### src/tracker_regs_pkg.sv
// constants for the tracker configuration and status register bank
`default_nettype none
package tracker_regs_pkg;
  // ---------------------------------------------------------------
  // register geometry
  // ---------------------------------------------------------------
  localparam int REG_WIDTH   = 56;              // bits per register
  localparam int REG_BYTES   = 7;               // bytes per transfer
  localparam int SAMPLE_W    = 10;              // conversion width
  localparam logic [7:0] CMD_BASE = 8'he0;      // command code base
  // register select codes, offset from the base
  localparam logic [7:0] CMD_CONFIG_READBACK = 8'he0;
  localparam logic [7:0] CMD_MEASUREMENT     = 8'he1;
  localparam logic [7:0] CMD_CONVERTER_CTRL  = 8'he3;
  // ---------------------------------------------------------------
  // field positions (low bit of each field; CTRL_USED_MSB is the top used control bit)
  // ---------------------------------------------------------------
  localparam int CH0_LSB       = 0;
  localparam int CH2_LSB       = 10;
  localparam int CH4_LSB       = 20;
  localparam int CH6_LSB       = 30;
  localparam int IIN_LSB       = 0;
  localparam int VIN_LSB       = 10;
  localparam int IOUT_LSB      = 20;
  localparam int VOUT_LSB      = 30;
  localparam int TRACK_OK_BIT  = 40;
  localparam int OVERVOLT_BIT  = 41;
  localparam int OVERTEMP_BIT  = 42;
  localparam int OPEN_LOOP_BIT = 0;
  localparam int CLK_OE_BIT    = 1;
  localparam int SOFT_RST_BIT  = 2;
  localparam int BYP_MAN_BIT   = 3;
  localparam int BYP_SEL_BIT   = 4;
  localparam int DUTY_LSB      = 5;
  localparam int TDON_LSB      = 14;
  localparam int TDOFF_LSB     = 17;
  localparam int VMAX_LSB      = 20;
  localparam int IMAX_LSB      = 30;
  localparam int BYP_SET_LSB   = 40;
  localparam int PWR_THR_BIT   = 42;
  localparam int OVERRIDE_BIT  = 46;
  localparam int CTRL_USED_MSB = 46;
  // ---------------------------------------------------------------
  // reset values
  // ---------------------------------------------------------------
  localparam logic [9:0] MAX_RESET      = 10'h3ff;
  localparam logic [2:0] DEADTIME_RESET = 3'h3;
  localparam logic [8:0] DUTY_RESET     = 9'h0ff;
  localparam logic [REG_WIDTH-1:0] CTRL_RESET =
    {9'h000, 1'b0, 1'b0, 2'h0, 1'b0, 2'h0, MAX_RESET, MAX_RESET,
     DEADTIME_RESET, DEADTIME_RESET, DUTY_RESET, 5'h00};
endpackage : tracker_regs_pkg
`default_nettype wire

### src/tracker_config_status_regs.sv
// register bank of the tracking converter controller
`timescale 1ns/1ps
`default_nettype none
module tracker_config_status_regs
  import tracker_regs_pkg::*;
(
  input  wire logic                     clock,          // 20 MHz
  input  wire logic                     resetn,         // async, low
  // register port from the serial-bus command decoder
  input  wire logic [7:0]               reg_command,    // select code
  input  wire logic                     reg_write,      // write strobe
  input  wire logic [REG_WIDTH-1:0]     reg_wdata,      // all 56 bits
  output logic [REG_WIDTH-1:0]          reg_rdata,      // registered
  output logic                          reg_cmd_valid,  // code known
  // analog conversion results
  input  wire logic [SAMPLE_W-1:0]      config_ch0,
  input  wire logic [SAMPLE_W-1:0]      config_ch2,
  input  wire logic [SAMPLE_W-1:0]      config_ch4,
  input  wire logic [SAMPLE_W-1:0]      config_ch6,
  input  wire logic [SAMPLE_W-1:0]      sample_vout,
  input  wire logic [SAMPLE_W-1:0]      sample_iout,
  input  wire logic [SAMPLE_W-1:0]      sample_vin,
  input  wire logic [SAMPLE_W-1:0]      sample_iin,
  // pins and internal status
  input  wire logic                     overtemp_n_pin,   // pin
  input  wire logic                     overvoltage_flag, // pin
  input  wire logic                     bypass_request_pin, // low=on
  input  wire logic                     tracking_start_ok,
  input  wire logic                     pll_clock,      // free clock
  // control outputs to the converter logic
  output logic                          cfg_power_thr_sel,
  output logic [1:0]                    cfg_bypass_setting,
  output logic [SAMPLE_W-1:0]           cfg_iout_max,
  output logic [SAMPLE_W-1:0]           cfg_vout_max,
  output logic [SAMPLE_W-1:0]           cfg_slew_code,
  output logic [2:0]                    deadtime_off,
  output logic [2:0]                    deadtime_on,
  output logic [8:0]                    commanded_duty_open,
  output logic                          tracking_disable,
  output logic                          bypass_mode_request,
  output logic                          converter_soft_reset,
  output logic                          clock_out_pin
);
  // ---------------------------------------------------------------
  // geometry guard
  // ---------------------------------------------------------------
  // the slices below assume ten-bit samples packed in seven bytes
  if (REG_WIDTH != REG_BYTES * 8 || SAMPLE_W != 10) begin : g_geometry
    $error("register geometry does not fit the field layout");
  end

  // ---------------------------------------------------------------
  // reset release
  // ---------------------------------------------------------------
  logic rst_meta_q;  // first stage, read only by second
  logic rst_n_q;     // synchronous release copy

  // async assert, release after two edges
  always_ff @(posedge clock or negedge resetn) begin
    if (!resetn) begin
      rst_meta_q <= 1'b0;
      rst_n_q    <= 1'b0;
    end else begin
      rst_meta_q <= 1'b1;
      rst_n_q    <= rst_meta_q;
    end
  end

  // ---------------------------------------------------------------
  // pin synchronisers
  // ---------------------------------------------------------------
  logic [2:0] pin_meta_q;  // first stages
  logic [2:0] pin_sync_q;  // usable copies

  // overtemp, overvoltage, bypass pin; two flops each
  always_ff @(posedge clock or negedge rst_n_q) begin
    if (!rst_n_q) begin
      // bypass stages rest at the pin's idle high level, so no false
      // bypass request follows the release of reset
      pin_meta_q <= 3'h4;
      pin_sync_q <= 3'h4;
    end else begin
      pin_meta_q <= {bypass_request_pin, overvoltage_flag,
                     overtemp_n_pin};
      pin_sync_q <= pin_meta_q;
    end
  end

  // ---------------------------------------------------------------
  // control register
  // ---------------------------------------------------------------
  logic [REG_WIDTH-1:0] ctrl_q;  // converter_control image

  // whole-word write only; partial writes cannot exist here
  always_ff @(posedge clock or negedge rst_n_q) begin
    if (!rst_n_q) begin
      ctrl_q <= CTRL_RESET;
    end else if (reg_write && reg_command == CMD_CONVERTER_CTRL) begin
      ctrl_q <= reg_wdata;
    end
  end

  // ---------------------------------------------------------------
  // status images
  // ---------------------------------------------------------------
  logic [REG_WIDTH-1:0] readback_q;  // config_channel_readback
  logic [REG_WIDTH-1:0] measure_q;   // measurement_status

  // sampled every cycle so a read returns a coherent word
  always_ff @(posedge clock or negedge rst_n_q) begin
    if (!rst_n_q) begin
      readback_q <= '0;
      measure_q  <= '0;
    end else begin
      readback_q <= {16'h0000, config_ch6, config_ch4,
                     config_ch2, config_ch0};
      measure_q  <= {13'h0000,
                     pin_sync_q[0],
                     pin_sync_q[1],
                     tracking_start_ok,
                     sample_vout, sample_iout,
                     sample_vin, sample_iin};
    end
  end

  // ---------------------------------------------------------------
  // register read port
  // ---------------------------------------------------------------
  // unknown codes read zero and flag invalid
  always_comb begin
    reg_cmd_valid = 1'b1;
    case (reg_command)
      CMD_CONFIG_READBACK: reg_cmd_valid = 1'b1;
      CMD_MEASUREMENT:     reg_cmd_valid = 1'b1;
      CMD_CONVERTER_CTRL:  reg_cmd_valid = 1'b1;
      default:             reg_cmd_valid = 1'b0;
    endcase
  end

  // read data held in flops, all 56 bits at once
  always_ff @(posedge clock or negedge rst_n_q) begin
    if (!rst_n_q) begin
      reg_rdata <= '0;
    end else begin
      case (reg_command)
        CMD_CONFIG_READBACK: reg_rdata <= readback_q;
        CMD_MEASUREMENT:     reg_rdata <= measure_q;
        CMD_CONVERTER_CTRL:  reg_rdata <= ctrl_q;
        default:             reg_rdata <= '0;
      endcase
    end
  end

  // ---------------------------------------------------------------
  // configuration selection and converter controls
  // ---------------------------------------------------------------
  logic ovr;  // override select
  // one bit swaps every overridable field at once
  assign ovr = ctrl_q[OVERRIDE_BIT];

  // registered so downstream never sees a half-switched config
  always_ff @(posedge clock or negedge rst_n_q) begin
    if (!rst_n_q) begin
      cfg_power_thr_sel    <= 1'b0;
      cfg_bypass_setting   <= 2'h0;
      cfg_iout_max         <= '0;
      cfg_vout_max         <= '0;
      cfg_slew_code        <= '0;
      deadtime_off         <= DEADTIME_RESET;
      deadtime_on          <= DEADTIME_RESET;
      commanded_duty_open  <= DUTY_RESET;
      tracking_disable     <= 1'b0;
      bypass_mode_request  <= 1'b0;
      converter_soft_reset <= 1'b0;
    end else begin
      cfg_power_thr_sel  <= ovr ? ctrl_q[PWR_THR_BIT]
                                : readback_q[CH2_LSB+9];
      cfg_bypass_setting <= ovr ? ctrl_q[BYP_SET_LSB +: 2]
                                : readback_q[CH2_LSB+7 +: 2];
      cfg_iout_max <= ovr ? ctrl_q[IMAX_LSB +: SAMPLE_W]
                          : readback_q[CH4_LSB +: SAMPLE_W];
      cfg_vout_max <= ovr ? ctrl_q[VMAX_LSB +: SAMPLE_W]
                          : readback_q[CH0_LSB +: SAMPLE_W];
      // channel 6 has no override field, so it always comes from the config_ch6 readback image
      cfg_slew_code <= readback_q[CH6_LSB +: SAMPLE_W];
      deadtime_off  <= ctrl_q[TDOFF_LSB +: 3];
      deadtime_on   <= ctrl_q[TDON_LSB +: 3];
      commanded_duty_open <= ctrl_q[DUTY_LSB +: 9];
      tracking_disable    <= ctrl_q[OPEN_LOOP_BIT];
      // pin is active low; register bit is active high
      bypass_mode_request <= ctrl_q[BYP_SEL_BIT]
                             ? ctrl_q[BYP_MAN_BIT]
                             : ~pin_sync_q[2];
      converter_soft_reset <= ctrl_q[SOFT_RST_BIT];
    end
  end

  // gated clock out; glitches possible when toggled mid-cycle
  assign clock_out_pin = pll_clock & ctrl_q[CLK_OE_BIT];

endmodule : tracker_config_status_regs
`default_nettype wire

### config.mk
export PLATFORM = sky130hd
export DESIGN_NAME = tracker_config_status_regs
export DESIGN_NICKNAME = d
export VERILOG_FILES = /design/src/tracker_regs_pkg.sv /design/src/tracker_config_status_regs.sv
export SDC_FILE = /design/constraint.sdc
export NUM_CORES = 1
export LEC_CHECK = 0
export BUFFER_PORTS_ARGS = -buffer_cell sky130_fd_sc_hd__buf_2
export CORE_UTILIZATION = 55
export DETAILED_ROUTE_END_ITERATION = 8
export PLACE_DENSITY = 0.86
export SYNTH_ARGS = -nofsm -noshare
export SYNTH_HDL_FRONTEND = slang
export SYNTH_SLANG_ARGS = --single-unit
### constraint.sdc
create_clock -name clock -period 17.76 [get_ports clock]
set_input_delay 2.664 -clock clock [delete_from_list [all_inputs] [get_ports clock]]
set_output_delay 2.664 -clock clock [all_outputs]
set_load 0.01 [all_outputs]
==> flow_summary.ini <==
[status]
status = completed

[grt]
grt_pass1_vias = 5503
grt_util_met1_pct = 28.3
grt.busiest_layer = met2
grt_util_met3_pct = 7.61
grt_usage_pct = 23.3
use_met2_pct = 39.6
antenna_found_initial = 3
grt_pass1_wl_mm = 29.0
grt_max_degree = 87
gr-total-overflow = 0

[worst_setup_path]
critPathKind = in -> out
slowest_delay_ns = 0.51
worstPathArrival_ns = 4.06
crit_path_frequent_cell = buf_2
reg2reg_setup_slack_ns = 15.54
reg2reg_from = rst_n_q
path_cells = buf_2 > and4b_1 > nand2_2 > a21oi_1 > buf_2
rr_worst_depth = 2
crit_fanout = 41
worst_path_max_delay_cell = nand2_2
worstPathRequired_ns = 15.10
critPathCaptureType = primary output
startpoint_type = input pin
r2r_end = reg_rdata[51]

[placed_design]
post-place-ws_ns = 10.99
io_buffers = 260
finalWeightedCongestion = 0.779
place_area_um2 = 10300
dp_hpwl_mm = 12.5

[sta]
setup_violations = 0
timing.final.crit_share_pct = 37.9
fin_skew_ns = 0.00937
tns_ns = 0
rsz0062_at_grt = no
fmax_mhz = 149
layout_setup_ws_ns = 11.03
slew_headroom_pct = 33.2
finalHoldViolCount = 0
tightest_slew_ns = 1.00
report.final.slew_viol_count = 0
fin_crit_ns = 6.73

[clock_network]
cts_tree = yes
clock-sinks = 254
cts-htree-levels = 1
post_cts_resized = 0
ctsLongestPathBuffers = 3
clkTransAtPathRegs_ns = 0.06
cts_hold_buffers = 0
clock_latency_ns = 0.51
numCtsBuffers = 25
cts_setup_buffers = 0
clockRootBuffer = clkbuf_16

[route]
initialDrtViolationCount = 180
num_vias = 5229
routed_wl_mm = 18.9
ant_nets = 0
vias_per_cell = 4.98
first_pass_iters = 4
route.detailed.drc = 0
wl_per_cell_um = 18.0

[layout]
multi_input_comb_area_um2 = 2230
layout_commonest_cell = buf_2
finish.net_count = 971
fill_cells = 1028
fin_area_um2 = 11100
seq_area_um2 = 6420
drive_gt1_share_pct = 56.1
syn_to_final_growth_pct = 26.0
mostFrequentLayoutCells = buf_2 (260), dfrtp_1 (207), dfstp_2 (46)

[power]
power_w = 0.00120
ir_drop_mv = 0.0959
p_leak_nw = 5.70
power_density_nw_per_um2 = 108

[synth]
syn_avg_cell_area_um2 = 15.9
syn_area_um2 = 8810
ys_seq_elements = 254
ys_warn_count = 0
synth_cell_types = 23
syn_nets = 705
ys_seq_area_share_pct = 72.8
synthCells = 553

[floorplanning]
die_area_um2 = 16500
std_cell_rows = 45
die_x_um = 129
start_util_pct = 57.1
die_y_um = 129
ios = 261
coreArea_um2 = 15400

[run]
drv_cap = 0

[hold_path]
hp-class = reg -> async
==> logic make-up after synthesis <==
logic type             after synthesis  share of synthesized area [%]
other                                1                         0.0426
buffers and inverters               31                           1.89
AOI/OAI and AO/OA                   41                           2.37
and+or+nand+nor                    103                           6.07
muxes                              123                           16.8
DFF                                254                           72.8
==> worst max path at each step <==
stage | start | to
after global placement | reg_command[4] | reg_cmd_valid
final | reg_command[4] | reg_cmd_valid
after CTS | reg_command[4] | reg_cmd_valid
after global routing | reg_command[4] | reg_cmd_valid
after detailed placement | reg_command[4] | reg_cmd_valid
after floorplan | rst_n_q | bypass_mode_request
==> layout make-up <==
| cell class | count | area share, % |
|---|---|---|
| sequential | 254 | 57.9 |
| multi-input combinational | 268 | 20.1 |
| timing repair buffer | 268 | 12.3 |
| clock buffer | 43 | 6.88 |
| tap | 211 | 2.38 |
| clock inverter | 3 | 0.417 |
| inverter | 2 | 0.0677 |
| antenna | 1 | 0.0226 |
==> flip-flops by register name, summed over array words and instances, names as in the netlist <==
name	count
cfg_vout_max	10
deadtime_on	3
readback_q	40
converter_soft_reset	1
cfg_power_thr_sel	1
reg_rdata	56
pin_sync_q	3
commanded_duty_open	9
tracking_disable	1
rst_meta_q	1
deadtime_off	3
cfg_bypass_setting	2
cfg_iout_max	10
measure_q	43
rst_n_q	1
ctrl_q	56
cfg_slew_code	10
pin_meta_q	3
bypass_mode_request	1
==> Yosys cell counts <==
cell	n	area, µm²
and2_1	15	93.8
nand3_1	1	5.00
clkbuf_1	10	37.5
mux2_2	39	439
conb_1	1	3.75
buf_1	6	22.5
dfrtp_1	208	5200
dfstp_2	46	1210
buf_6	5	56.3
mux2_4	40	601
or2_2	39	244
buf_4	1	7.51
a2bb2oi_1	1	8.76
mux2i_1	44	440
nand4_1	1	6.26
nand2_1	40	150
and3_1	1	6.26
and4b_1	1	10.0
clkbuf_2	1	5.00
nor2_1	5	18.8
inv_1	2	7.51
a21oi_1	40	200
buf_2	6	30.0
==> layer usage <==
metal	up-vias	routed length [µm]
met1	2604	7400
met3	44	1480
li1	2372	-
met5	-	20
met4	4	561
met2	205	9420
==> metrics by stage <==
stage | instances | hold slack [ns] | util, %
2_1_floorplan | 553 | 0.331 | -
3_3_place_gp | 1003 | 0.311 | 66.6
5_1_grt | 1050 | 0.355 | 71.9
6_report | 1050 | 0.294 | 71.9
3_5_place_dp | 1003 | 0.316 | 66.6
4_1_cts | 1049 | 0.318 | 71.9
==> critical path, delay by kind of cell <==
| family | cells | cell delay [ns] |
|---|---|---|
| buffers and inverters | 2 | 0.26 |
| AOI/OAI and AO/OA | 1 | 0.31 |
| and+or+nand+nor | 2 | 0.82 |
==> report_power, final <==
group / switching [W] / internal, W / total (W)
sequential: 0.0000129 / 0.000606 / 0.000619
clock: 0.000206 / 0.000305 / 0.000511
combinational: 0.0000341 / 0.0000362 / 0.0000703
total: 0.000253 / 0.000947 / 0.00120
Note: power is estimated with default switching activity, not from simulation.
